## config.mk

```make
export PLATFORM = sky130hd
export DESIGN_NAME = udcd_command_decoder
export DESIGN_NICKNAME = d
export VERILOG_FILES = /design/src/udcd_fifo.v /design/src/udcd_command_decoder.v
export VERILOG_INCLUDE_DIRS = /design/src
export SDC_FILE = /design/constraint.sdc
export NUM_CORES = 1
export LEC_CHECK = 0
export ABC_AREA = 1
export BUFFER_PORTS_ARGS = -buffer_cell sky130_fd_sc_hd__buf_2
export CAP_MARGIN = 15
export CORE_MARGIN = 2
export CORE_UTILIZATION = 39
export DETAILED_ROUTE_END_ITERATION = 10
export SLEW_MARGIN = 20
export SYNTH_ARGS = -nofsm -noshare
export SYNTH_HDL_FRONTEND = slang
export SYNTH_HIERARCHICAL = 1
export SYNTH_SLANG_ARGS = --single-unit
```

## constraint.sdc

```tcl
create_clock -name clk -period 4.1 [get_ports clk]
set_input_delay 0.82 -clock clk [delete_from_list [all_inputs] [get_ports clk]]
set_output_delay 0.82 -clock clk [all_outputs]
set_load 0.02 [all_outputs]
```

## src/udcd_defs.vh

```
// constants for the usb device command decoder
// Overview of operation
// - select line high takes command, low moves data
// - commands without data run at once
// - least significant byte moves first
// - codes 50-5F read endpoint 0-15 state
// - codes 61,62-6F validate IN buffers
// - codes 70,72-7F clear OUT buffers
// - codes 80-8F remove endpoint stall
// - codes D0-DF read state copy, no clear
// - code F4 acknowledges setup on endpoint zero
// - codes A0-AF read endpoint fault code
// - code B0 with two bytes unlocks registers
// - codes B2/B3 write/read two-byte spare storage
// - B4 frame, B5 identity, C0 four-byte flags
// - N bytes take (N+1)/2 words on 16-bit
// - upper byte ignored for 8-bit registers
// - usb bus reset disables every endpoint
// - allocate after all 16 configured in order
// - size/enable change invalidates all buffers
// - codes 20-2F write, 30-3F read setup
// - bit 7 enables endpoint buffer
// - bit 6 selects endpoint and dma direction
// - bit 5 double buffer, bit 4 isochronous
// - bits 3-0 size code, reset zero
`ifndef UDCD_DEFS_VH
`define UDCD_DEFS_VH
`define UDCD_GRP_SETUP_WR 4'h2
`define UDCD_GRP_SETUP_RD 4'h3
`define UDCD_GRP_STATE 4'h5
`define UDCD_GRP_VALIDATE 4'h6
`define UDCD_GRP_CLEAR 4'h7
`define UDCD_GRP_UNSTALL 4'h8
`define UDCD_GRP_FAULT 4'ha
`define UDCD_GRP_COPY 4'hd
`define UDCD_CMD_UNLOCK 8'hb0
`define UDCD_CMD_SPARE_WR 8'hb2
`define UDCD_CMD_SPARE_RD 8'hb3
`define UDCD_CMD_FRAME 8'hb4
`define UDCD_CMD_IDENT 8'hb5
`define UDCD_CMD_FLAGS 8'hc0
`define UDCD_CMD_SETUP_ACK 8'hf4
`define UDCD_BIT_ENABLE 7
`define UDCD_BIT_DIR 6
`define UDCD_BIT_DOUBLE 5
`define UDCD_BIT_ISO 4
`define UDCD_SETUP_RESET 8'h00
`define UDCD_SPARE_RESET 16'h0000
`define UDCD_LAST_EP 4'hf
`define UDCD_FIFO_DEPTH 8
`define UDCD_FIFO_AW 3
`endif

```

## src/udcd_fifo.v

```verilog
// small valid/ready fifo for read data words
`timescale 1ns/1ps
module udcd_fifo #(
  parameter WIDTH = 16,
  parameter DEPTH = 8,
  parameter AW = 3
) (
  input wire clk,
  input wire reset,
  input wire [WIDTH-1:0] inData,
  input wire inValid,
  output wire inReady,
  output wire [WIDTH-1:0] outData,
  output wire outValid,
  input wire outReady
);
  reg [WIDTH-1:0] mem [0:DEPTH-1];
  reg [AW-1:0] wrPtr_reg;
  reg [AW-1:0] rdPtr_reg;
  reg [AW:0] count_reg;
  wire doWrite = inValid && inReady;
  wire doRead = outValid && outReady;
  assign inReady = (count_reg != DEPTH[AW:0]);
  assign outValid = (count_reg != {(AW+1){1'b0}});
  assign outData = mem[rdPtr_reg];
  always @(posedge clk) begin
    if (doWrite) begin
      mem[wrPtr_reg] <= inData;
    end
  end
  always @(posedge clk) begin
    if (reset) begin
      wrPtr_reg <= {AW{1'b0}};
      rdPtr_reg <= {AW{1'b0}};
      count_reg <= {(AW+1){1'b0}};
    end else begin
      if (doWrite) begin
        wrPtr_reg <= wrPtr_reg + {{(AW-1){1'b0}}, 1'b1};
      end
      if (doRead) begin
        rdPtr_reg <= rdPtr_reg + {{(AW-1){1'b0}}, 1'b1};
      end
      if (doWrite && !doRead) begin
        count_reg <= count_reg + {{AW{1'b0}}, 1'b1};
      end else if (doRead && !doWrite) begin
        count_reg <= count_reg - {{AW{1'b0}}, 1'b1};
      end
    end
  end
endmodule // udcd_fifo

```

## src/udcd_command_decoder.v

```verilog
// command decoder: command and data phases, endpoint setup registers
`timescale 1ns/1ps
`include "udcd_defs.vh"
module udcd_command_decoder #(
  parameter [15:0] PART_IDENTITY = 16'h5a01 // value is arbitrary
) (
  input wire clk,
  input wire reset,
  input wire cmdSelect,
  input wire writeStrobe,
  input wire readStrobe,
  input wire wide16,
  input wire [15:0] dataIn,
  input wire usbBusReset,
  input wire [127:0] endpointStateIn,
  input wire [127:0] endpointFaultIn,
  input wire [10:0] frameCount,
  input wire [31:0] eventFlags,
  output reg [15:0] dataOut,
  output reg dataOutValid,
  output reg [15:0] validatePulse,
  output reg [15:0] clearPulse,
  output reg [15:0] unstallPulse,
  output reg setupAckPulse,
  output reg stateReadPulse,
  output reg [3:0] stateReadIndex,
  output reg unlockPulse,
  output reg allocStart,
  output reg buffersInvalid,
  output reg [127:0] endpointSetupOut
);
  // access phase; a new command restarts the byte count unless a bus reset comes in the same cycle
  localparam [1:0] PH_IDLE = 2'd0;
  localparam [1:0] PH_WRITE = 2'd1;
  localparam [1:0] PH_READ = 2'd2;
  localparam [1:0] PH_DONE = 2'd3;
  // pins come from the processor side, so they are synchronised first
  reg [19:0] pinMeta_reg;
  reg [19:0] pinSync_reg;
  reg wrPrev_reg;
  reg rdPrev_reg;
  reg [7:0] cmd_reg;
  reg [2:0] byteIdx_reg;
  reg [7:0] setup_reg [0:15];
  reg [15:0] spare_reg;
  reg [15:0] unlockWord_reg;
  reg [3:0] cfgNext_reg;
  reg [2:0] busResetSync_reg;
  reg [1:0] phase_reg;
  reg [1:0] phase_next;
  wire [15:0] fifoOut;
  wire fifoValid;
  wire fifoInReady;
  reg [15:0] readWord;
  reg readPush;
  wire busReset = busResetSync_reg[1] && !busResetSync_reg[2];
  wire [15:0] pinData = pinSync_reg[15:0];
  wire pinSel = pinSync_reg[16];
  wire pinWr = pinSync_reg[17];
  wire pinRd = pinSync_reg[18];
  wire pinWide = pinSync_reg[19];
  wire wrEdge = pinWr && !wrPrev_reg;
  wire rdEdge = pinRd && !rdPrev_reg;
  wire [3:0] grp = cmd_reg[7:4];
  wire [3:0] ep = cmd_reg[3:0];
  // bytes moved by one strobe: two per word on the wide bus
  wire [2:0] step = pinWide ? 3'd2 : 3'd1;
  wire [2:0] idxAfter = byteIdx_reg + step;
  integer i;

  // byte of a wider register, least significant first
  function [7:0] pickByte;
    input [31:0] value;
    input [1:0] idx;
    begin
      pickByte = value[8*idx +: 8];
    end
  endfunction

  // register width in bytes for a read command, zero if none
  function [2:0] readLen;
    input [7:0] code;
    begin
      case (code[7:4])
        `UDCD_GRP_SETUP_RD, `UDCD_GRP_STATE, `UDCD_GRP_FAULT, `UDCD_GRP_COPY: readLen = 3'd1;
        default: begin
          if (code == `UDCD_CMD_SPARE_RD || code == `UDCD_CMD_FRAME ||
              code == `UDCD_CMD_IDENT) begin
            readLen = 3'd2;
          end else if (code == `UDCD_CMD_FLAGS) begin
            readLen = 3'd4;
          end else begin
            readLen = 3'd0;
          end
        end
      endcase
    end
  endfunction

  // register width in bytes for a write command, zero if none
  function [2:0] writeLen;
    input [7:0] code;
    begin
      case (code[7:4])
        `UDCD_GRP_SETUP_WR: writeLen = 3'd1;
        default: begin
          if (code == `UDCD_CMD_SPARE_WR || code == `UDCD_CMD_UNLOCK) begin
            writeLen = 3'd2;
          end else begin
            writeLen = 3'd0;
          end
        end
      endcase
    end
  endfunction

  // current read value of the command's register
  always @* begin
    readWord = 16'h0000;
    case (grp)
      `UDCD_GRP_SETUP_RD: readWord = {8'h00, setup_reg[ep]};
      `UDCD_GRP_STATE: readWord = {8'h00, endpointStateIn[8*ep +: 8]};
      `UDCD_GRP_FAULT: readWord = {8'h00, endpointFaultIn[8*ep +: 8]};
      `UDCD_GRP_COPY: readWord = {8'h00, endpointStateIn[8*ep +: 8]};
      default: begin
        if (cmd_reg == `UDCD_CMD_SPARE_RD) begin
          readWord = spare_reg;
        end else if (cmd_reg == `UDCD_CMD_FRAME) begin
          readWord = {5'h00, frameCount};
        end else if (cmd_reg == `UDCD_CMD_IDENT) begin
          readWord = PART_IDENTITY;
        end else if (cmd_reg == `UDCD_CMD_FLAGS) begin
          readWord = byteIdx_reg[1] ? eventFlags[31:16] : eventFlags[15:0];
        end
      end
    endcase
    // narrow registers and byte mode carry only the low byte
    if (readLen(cmd_reg) == 3'd1) begin
      readWord[15:8] = 8'h00;
    end else if (!pinWide) begin
      readWord = {8'h00, pickByte({readWord, readWord}, byteIdx_reg[0] ? 2'd1 : 2'd0)};
    end
  end

  // a read strobe pushes the next word; dropped when the fifo is full
  always @* begin
    readPush = rdEdge && !pinSel && !busReset && (phase_reg == PH_READ) && fifoInReady;
  end

  // strobes past the register width are refused until the next command
  always @* begin
    phase_next = phase_reg;
    if (busReset) begin
      // bus reset wins over a strobe in the same cycle
      phase_next = phase_reg;
    end else if (wrEdge && pinSel) begin
      if (readLen(pinData[7:0]) != 3'd0) begin
        phase_next = PH_READ;
      end else if (writeLen(pinData[7:0]) != 3'd0) begin
        phase_next = PH_WRITE;
      end else begin
        // no data phase follows; later data strobes are dropped
        phase_next = PH_DONE;
      end
    end else begin
      case (phase_reg)
        PH_IDLE: begin
          phase_next = PH_IDLE;
        end
        PH_WRITE: begin
          if (wrEdge && !pinSel && idxAfter >= writeLen(cmd_reg)) begin
            phase_next = PH_DONE;
          end
        end
        PH_READ: begin
          if (readPush && idxAfter >= readLen(cmd_reg)) begin
            phase_next = PH_DONE;
          end
        end
        PH_DONE: begin
          phase_next = PH_DONE;
        end
        default: begin
          phase_next = PH_IDLE;
        end
      endcase
    end
  end

  always @(posedge clk) begin
    if (reset) begin
      phase_reg <= PH_IDLE;
    end else begin
      phase_reg <= phase_next;
    end
  end

  udcd_fifo #(
    .WIDTH(16),
    .DEPTH(`UDCD_FIFO_DEPTH),
    .AW(`UDCD_FIFO_AW)
  ) readFifo (
    .clk(clk),
    .reset(reset),
    .inData(readWord),
    .inValid(readPush),
    .inReady(fifoInReady),
    .outData(fifoOut),
    .outValid(fifoValid),
    .outReady(1'b1)
  );

  always @(posedge clk) begin
    if (reset) begin
      pinMeta_reg <= 20'h00000;
      pinSync_reg <= 20'h00000;
      busResetSync_reg <= 3'h0;
      wrPrev_reg <= 1'b0;
      rdPrev_reg <= 1'b0;
    end else begin
      pinMeta_reg <= {wide16, readStrobe, writeStrobe, cmdSelect, dataIn};
      pinSync_reg <= pinMeta_reg;
      busResetSync_reg <= {busResetSync_reg[1:0], usbBusReset};
      wrPrev_reg <= pinWr;
      rdPrev_reg <= pinRd;
    end
  end

  always @(posedge clk) begin
    if (reset) begin
      cmd_reg <= 8'h00;
      byteIdx_reg <= 3'd0;
      spare_reg <= `UDCD_SPARE_RESET;
      unlockWord_reg <= 16'h0000;
      cfgNext_reg <= 4'h0;
      validatePulse <= 16'h0000;
      clearPulse <= 16'h0000;
      unstallPulse <= 16'h0000;
      setupAckPulse <= 1'b0;
      stateReadPulse <= 1'b0;
      stateReadIndex <= 4'h0;
      unlockPulse <= 1'b0;
      allocStart <= 1'b0;
      buffersInvalid <= 1'b0;
      dataOut <= 16'h0000;
      dataOutValid <= 1'b0;
      for (i = 0; i < 16; i = i + 1) begin
        setup_reg[i] <= `UDCD_SETUP_RESET;
      end
    end else begin
      validatePulse <= 16'h0000;
      clearPulse <= 16'h0000;
      unstallPulse <= 16'h0000;
      setupAckPulse <= 1'b0;
      stateReadPulse <= 1'b0;
      unlockPulse <= 1'b0;
      allocStart <= 1'b0;
      buffersInvalid <= 1'b0;
      dataOutValid <= fifoValid;
      dataOut <= fifoValid ? fifoOut : 16'h0000;
      if (busReset) begin
        for (i = 0; i < 16; i = i + 1) begin
          setup_reg[i][`UDCD_BIT_ENABLE] <= 1'b0;
        end
        buffersInvalid <= 1'b1;
      end else if (wrEdge && pinSel) begin
        // upper byte of the command word is ignored
        cmd_reg <= pinData[7:0];
        byteIdx_reg <= 3'd0;
        // no data phase: act right away
        case (pinData[7:4])
          `UDCD_GRP_VALIDATE: begin
            // code 60 is illegal from the host and does nothing here
            if (pinData[3:0] != 4'h0) begin
              validatePulse[pinData[3:0]] <= 1'b1;
            end
          end
          `UDCD_GRP_CLEAR: begin
            if (pinData[3:0] != 4'h1) begin
              clearPulse[pinData[3:0]] <= 1'b1;
            end
          end
          `UDCD_GRP_UNSTALL: unstallPulse[pinData[3:0]] <= 1'b1;
          `UDCD_GRP_STATE: begin
            stateReadPulse <= 1'b1;
            stateReadIndex <= pinData[3:0];
          end
          default: begin
            if (pinData[7:0] == `UDCD_CMD_SETUP_ACK) begin
              setupAckPulse <= 1'b1;
            end
          end
        endcase
      end else if (wrEdge && !pinSel && phase_reg == PH_WRITE) begin
        // data phase write, least significant first
        byteIdx_reg <= idxAfter;
        if (grp == `UDCD_GRP_SETUP_WR && byteIdx_reg == 3'd0) begin
          setup_reg[ep] <= pinData[7:0];
          // size or enable change wipes every buffer
          if (setup_reg[ep][`UDCD_BIT_ENABLE] != pinData[7] ||
              setup_reg[ep][3:0] != pinData[3:0]) begin
            buffersInvalid <= 1'b1;
          end
          // only an unbroken 0..15 sequence starts allocation
          if (ep == cfgNext_reg) begin
            cfgNext_reg <= (ep == `UDCD_LAST_EP) ? 4'h0 : cfgNext_reg + 4'h1;
            if (ep == `UDCD_LAST_EP) begin
              allocStart <= 1'b1;
            end
          end else begin
            cfgNext_reg <= (ep == 4'h0) ? 4'h1 : 4'h0;
          end
        end else if (cmd_reg == `UDCD_CMD_SPARE_WR) begin
          if (pinWide) begin
            spare_reg <= pinData;
          end else if (byteIdx_reg == 3'd0) begin
            spare_reg[7:0] <= pinData[7:0];
          end else if (byteIdx_reg == 3'd1) begin
            spare_reg[15:8] <= pinData[7:0];
          end
        end else if (cmd_reg == `UDCD_CMD_UNLOCK) begin
          if (pinWide) begin
            unlockWord_reg <= pinData;
            unlockPulse <= (byteIdx_reg == 3'd0);
          end else if (byteIdx_reg == 3'd0) begin
            unlockWord_reg[7:0] <= pinData[7:0];
          end else if (byteIdx_reg == 3'd1) begin
            unlockWord_reg[15:8] <= pinData[7:0];
            unlockPulse <= 1'b1;
          end
        end
      end else if (readPush) begin
        byteIdx_reg <= idxAfter;
      end
    end
  end

  // flatten setup bytes so the rest of the chip can see them
  genvar g;
  generate
    for (g = 0; g < 16; g = g + 1) begin : setupView
      always @(posedge clk) begin
        if (reset) begin
          endpointSetupOut[8*g +: 8] <= `UDCD_SETUP_RESET;
        end else begin
          endpointSetupOut[8*g +: 8] <= setup_reg[g];
        end
      end
    end
  endgenerate
endmodule // udcd_command_decoder

```

# Yosys cells after proc, flatten, opt, wreduce, memory -nomap -nowiden
# Memories as Yosys holds them, arrays and structs flattened. A register that Yosys moved wholly into a read port is not among the register bits.
# Cells that the tools add are included.
# Widths: inputs -> output; s select.
dict set report word_totals {
  output_inout_bits 202
  input_bits 322
  ff_bits 146
  mem_bits_rw 256
  elab_cells 265
  mem_count 2
}
# name depth word_bits read_ports rd_clocked_by_memory_dff write_ports line
set mem_list {}
lappend mem_list {readFifo.mem 8 16 1 1 1 udcd_fifo.v:17} ;# reg [WIDTH-1:0] mem [0:DEPTH-1];
lappend mem_list {setup_reg 16 8 17 17 16 udcd_command_decoder.v:44} ;# reg [7:0] setup_reg [0:15];
dict set report op_classes {
  shift 3
  n_bitwise 28
  n_lt_le_gt_ge 4
  add_sub_neg 6
  n_eq_ne 40
  n_mux 97
  reduce_logical 61
}
# operator n
set op_table {}
lappend op_table {{$shiftx 128x8->8} 2}
lappend op_table {{$mux 16} 7}
lappend op_table {{$eq 8x8->1 const B} 13}
lappend op_table {{$mux 3} 20}
lappend op_table {{$mux 8} 6}
lappend op_table {{$pmux 16 s3} 1}
lappend op_table {{$mux 1} 43}
lappend op_table {{$shiftx 32x5->8} 1}
lappend op_table {{$mux 4} 7}
lappend op_table {{$eq 4x4->1 const B} 6}
lappend op_table {{$mux 2} 11}
lappend op_table {{$logic_and 1x1->1} 17}
lappend op_table {{$eq 4x2->1 const B} 4}
lappend op_table {{$eq 4x3->1 const B} 4}
lappend op_table {{$or 1x1->1} 16}
lappend op_table {{$reduce_or 7->1} 2}
lappend op_table {{$not 1->1} 12}
lappend op_table {{$reduce_or 4->1} 3}
lappend op_table {{$reduce_or 5->1} 2}
lappend op_table {{$reduce_bool 3->1} 3}
lappend op_table {{$add 4x1->4 const B} 2}
lappend op_table {{$pmux 2 s4} 1}
lappend op_table {{$reduce_bool 4->1} 2}
lappend op_table {{$reduce_or 8->1} 1}
lappend op_table {{32 further kinds} 53}

# Depth between registers and ports, before layout
dict set report logic_depth {
  ltp_word 15
  ltp_mapped 17
  depth_no_buf 16
}

# Modules after synthesis
# Netlist, hierarchy kept.
# module area_each_um2 cells_each seq_area_each_um2 n_inst
set modules_own_cells {}
lappend modules_own_cells {udcd_command_decoder 17536.8 2267 9529.1 1}
lappend modules_own_cells {udcd_fifo 5783.0 522 4103.9 1}

# Worst setup path before layout
# No wires, ideal clock.
dict set report synth_path {
  path_kind {register to register}
  from {reg byteIdx_reg[1]}
  to {reg phase_reg[1]}
  required_time_ns 4.014
  slack_ns 1.700
  n_path_buf 2
  period_less_slack_ns 2.400
  arrival_ns 2.314
  path_stages_with_launch 13
  setup_ns 0.086
  path_cell_list {dfxtp_1 > buf_2 > inv_1 > clkbuf_1 > fa_1 > inv_1 > ha_1 > a21boi_0 > o31ai_1 > nand3_1 > nand3_1 > nor2_1 > a211oi_1}
}
dict set report synth_via {
  elab_chain_len 5
  elab_cells_between_ends 8
  cone_classes {1 x add/sub; 2 x order compare; 2 x eq/ne; 3 x reduce/logical}
}
# element line
set synth_rtl {}
lappend synth_rtl {{from (decl)} udcd_command_decoder.v:43} ;# reg [2:0] byteIdx_reg;
lappend synth_rtl {{from (signal assigned)} udcd_command_decoder.v:296} ;# byteIdx_reg <= idxAfter;
lappend synth_rtl {{from (signal assigned)} udcd_command_decoder.v:333} ;# byteIdx_reg <= idxAfter;
lappend synth_rtl {{$add 3x2->3 (*)} udcd_command_decoder.v:68} ;# wire [2:0] idxAfter = byteIdx_reg + step;
lappend synth_rtl {{$ge 3x3->1, on equally long branches} {udcd_command_decoder.v:171, udcd_command_decoder.v:176}}
lappend synth_rtl {{$logic_and 1x1->1, on equally long branches} {udcd_command_decoder.v:171, udcd_command_decoder.v:176}}
lappend synth_rtl {{$ne 3x3->1 (no line) / $ne 3x1->1 (equally long branches)} n/a}
lappend synth_rtl {{$reduce_and 3->1 (no line) (*)} n/a}
lappend synth_rtl {{to (signal assigned)} udcd_command_decoder.v:194} ;# phase_reg <= phase_next;
lappend synth_rtl {{to (decl)} udcd_command_decoder.v:49} ;# reg [1:0] phase_reg;
# Mark *: on every way between the ends. The rest lies on a longest branch, timed or not.
# A chain may end at the register's enable or synchronous reset.

# Final worst setup path
dict set report layout_path {
  from {reg cmd_reg[5]}
  to {mem readFifo.mem[1][2], data pin}
}
dict set report layout_via {
  elab_chain_len 9
  elab_cells_between_ends 24
  cone_classes {9 x eq/ne; 1 x shift; 10 x mux; 4 x reduce/logical}
}
# element line
set layout_rtl {}
lappend layout_rtl {{from (decl)} udcd_command_decoder.v:42} ;# reg [7:0] cmd_reg;
lappend layout_rtl {{from (signal assigned)} udcd_command_decoder.v:268} ;# cmd_reg <= pinData[7:0];
lappend layout_rtl {{$eq 8x8->1 (no line)} n/a}
lappend layout_rtl {{$mux 16} udcd_command_decoder.v:132} ;# end else if (cmd_reg == `UDCD_CMD_FLAGS) begin
lappend layout_rtl {{$mux 16} udcd_command_decoder.v:130} ;# end else if (cmd_reg == `UDCD_CMD_IDENT) begin
lappend layout_rtl {{$mux 16} udcd_command_decoder.v:128} ;# end else if (cmd_reg == `UDCD_CMD_FRAME) begin
lappend layout_rtl {{$mux 16} udcd_command_decoder.v:126} ;# if (cmd_reg == `UDCD_CMD_SPARE_RD) begin
lappend layout_rtl {{$pmux 16 s3} udcd_command_decoder.v:120} ;# case (grp)
lappend layout_rtl {{$shiftx 32x5->8} udcd_command_decoder.v:76} ;# pickByte = value[8*idx +: 8];
lappend layout_rtl {{$mux 16} udcd_command_decoder.v:140} ;# end else if (!pinWide) begin
lappend layout_rtl {{$mux 8 (*)} udcd_command_decoder.v:138} ;# if (readLen(cmd_reg) == 3'd1) begin
lappend layout_rtl {{via readWord[2]} udcd_command_decoder.v:54} ;# reg [15:0] readWord;
lappend layout_rtl {{to (decl)} udcd_fifo.v:17}
# The timed path passes the listed nets; every way through them passes the cells marked *.

==> flow_metrics.py <==
metrics = {
    "worst_setup_path": {
        "cp-end-kind": "flip-flop",
        "cp.arrival_ps": 3390,
        "cp_max_fo": 74,
        "reg2reg_slack_ps": 1020,
        "worst_path_max_delay_cell": "a22oi_1",
        "critical_path_class": "reg -> reg",
        "r2r_start": "cmd_reg[5]",
        "path_cells": "inv_2 -> nand3_4 -> buf_4 -> nand2_1 -> nand3_1 -> nand4_1 -> nand2_1 -> nand4_1 -> a22oi_1",
        "cpPeakStageDelay_ps": 600,
        "cp-start-kind": "flip-flop",
        "rr_endpoint": "readFifo/mem[1][2]",
        "required_ps": 4400,
        "reg2regPathDepth": 9,
    },
    "power_and_ir_drop": {
        "power_switching_mw": 3.59,
        "seqPwrFrac": 0.465,
        "ir_drop_uv": 375,
        "p_leak_nw": 12.9,
        "combPwrFrac": 0.147,
        "p_sw_frac": 0.272,
        "p_per_area_mw_per_mm2": 463,
        "p_clk_frac": 0.389,
        "p_int_mw": 9.62,
        "total_power_mw": 13.2,
    },
    "finish": {
        "drive_above_1_share": 0.214,
        "syn2layout_area_growth_pct": 22.4,
        "fin_area_mm2": 0.0285,
        "final_util": 0.484,
        "final_nets": 3601,
        "final_common_cell": "nor2_1",
        "fillers": 5838,
        "final_cell_mix": "591 x nor2_1, 578 x nand2_1, 522 x buf_2",
        "stdcell_count": 4097,
    },
    "synth": {
        "synthFlopType": "dfxtp_1",
        "synth_xor_area_frac": 0.00225,
        "netlist_area_mm2": 0.0233,
        "synth_compound_area_frac": 0.0691,
        "synth_cell_types": 48,
        "synth_top_area_frac": 0.330,
        "synth-simple-area-share": 0.260,
        "synth_adder_area_share": 0.00816,
        "muxShareOfSynthArea": 0.000858,
        "synth_top_family_by_area": "simple AND/OR/NAND/NOR gates",
        "ys_seq_elements": 553,
        "synth-edff-count": 256,
        "syn_avg_cell_area_um2": 8.36,
        "yosysWarnings": 6,
        "yosysSeqAreaShare": 0.585,
        "async_flop_share": 0,
        "yosys.area.top_type": "edfxtp_1",
        "ys_top_cells_by_area": "edfxtp_1 33%, dfxtp_1 25%, nor2_1 9.7%",
        "synth_cells": 2789,
    },
    "clocking": {
        "cts.htree.levels": 2,
        "clock_sinks": 553,
        "cts_made_buffers": 56,
        "insertion_delay_ps": 600,
        "postCtsSetupBuffers": 0,
        "ctsResizeCount": 0,
        "ctsHoldBuffers": 0,
        "clk_pin_slew_worst_paths_ps": 60,
        "clockRootBuffer": "clkbuf_16",
        "cts_tree": "yes",
        "cts_buffer_depth": 3,
    },
    "die": {
        "dieWidth_um": 249,
        "io_pins": 524,
        "die_y_um": 249,
        "fp.coreArea_mm2": 0.0590,
        "fp.dieArea_mm2": 0.0618,
        "core.rowCount": 89,
        "start_util": 0.395,
    },
    "grt": {
        "grt_max_degree": 148,
        "overflow": 0,
        "grt_pass1_vias": 20000,
        "grt_usage": 0.262,
        "antenna_found_initial": 16,
        "grt_pass1_wl_um": 122000,
    },
    "sta": {
        "clock.fmax_ghz": 0.324,
        "relSlewSlack": 0.384,
        "hold_viol_final": 0,
        "rsz0062_at_grt": "false",
        "tightest_slew_ps": 918,
        "finalMaxSlewViolations": 0,
        "period_share": 0.752,
        "fin_skew_ps": 20.6,
        "setup_slack_ps": 1020,
        "setup_violations": 0,
        "period_minus_slack_ps": 3080,
        "fin_setup_tns_ps": 0,
        "whs_ps": 404,
    },
    "routing": {
        "wl_per_cell_um": 20.6,
        "dr.pass1.iters": 5,
        "antenna_left": 0,
        "drc": 0,
        "drtIter0Drc": 1784,
        "routed_wl_um": 84400,
        "detail_route.vias_per_cell": 5.07,
        "vias": 20800,
    },
    "worst_hold_path": {
        "hold_path.class": "reg -> reg",
        "min_from": "pinMeta_reg[17]",
        "hold_end": "pinSync_reg[17]",
        "whs_path_depth": 2,
    },
    "run": {
        "maxCapViolations": 0,
    },
    "placed_design": {
        "dp_hpwl_um": 62800,
        "place_ws_ps": 1080,
        "dp.cells": 3980,
        "dpl_cell_area_mm2": 0.0266,
        "gp_congestion": 0.966,
        "port_buffers": 523,
    },
    "status": {
        "status": "finished, final reports clean",
    },
}
## power by group through the flow
| stage | clock network (mW) | registers [mW] | logic, mW |
|---|---|---|---|
| floorplan | 0 | 6.33 | 1.20 |
| CTS | 5.20 | 6.14 | 1.95 |
| detailed placement | 0 | 6.26 | 1.94 |
| finish | 5.13 | 6.14 | 1.94 |
| global route | 5.43 | 6.17 | 2.19 |
| global placement | 0 | 6.26 | 1.94 |
## worst max-delay path: cells and delay by family, from the launching register on
family	cells	cell delay, ps
compound gates	1	600
simple gates	6	1060
flops	1	420
buf+inv	2	640
## cell families (layout without fill, tap and decap cells)
logic type,after synthesis,in the layout
xor+xnor,6,6
mux,2,2
other cells,2,17
buf+inv,431,951
compound gates,294,294
fa+ha+maj,14,14
flops,553,553
simple gates,1487,1487
## worst max path at each step
stage / slack [ps] / end / from / cells past startpoint
after floorplan: 1700 / phase_reg[1] / byteIdx_reg[1] / 12
after global placement: 1050 / readFifo/mem[6][7] / cmd_reg[2] / 9
after detailed placement: 1080 / readFifo/mem[5][0] / cmd_reg[3] / 7
after CTS: 1050 / readFifo/mem[5][0] / cmd_reg[2] / 7
after global routing: 730 / readFifo/mem[5][7] / cmd_reg[3] / 9
final: 1020 / readFifo/mem[1][2] / cmd_reg[5] / 9
## per-layer routing
| metal | GRT usage | up-vias | wire length, um | share of wire |
|---|---|---|---|---|
| li1 | - | 9940 | - | - |
| met1 | 0.304 | 9810 | 31900 | 0.38 |
| met2 | 0.460 | 831 | 42500 | 0.50 |
| met3 | 0.0416 | 179 | 5270 | 0.063 |
| met4 | 0.147 | 0 | 4630 | 0.055 |
| met5 | 0 | - | 0 | 0 |
## layout make-up
class                           instances  area [um^2]  area share
Clock buffer                           79         1640      0.0575
Sequential cell                       553        13600       0.478
Tap cell                              773          967      0.0339
Multi-Input combinational cell       1807         8000       0.280
Antenna cell                           13         32.5     0.00114
Inverter                              284         1070      0.0374
Timing Repair Buffer                  563         2970       0.104
Clock inverter                         25          221     0.00776
## Yosys cell counts (7+ instances only)
master	count
a211oi_1	8
a21oi_1	111
buf_1	12
buf_2	41
buf_6	7
clkbuf_1	83
dfxtp_1	297
edfxtp_1	256
ha_1	12
inv_1	261
inv_2	22
nand2_1	578
nand3_1	239
nand4_1	34
nor2_1	600
nor3_1	15
o211ai_1	12
o21ai_0	72
o21ai_1	67
or2_2	8
Note: power is estimated with default switching activity, not from simulation.
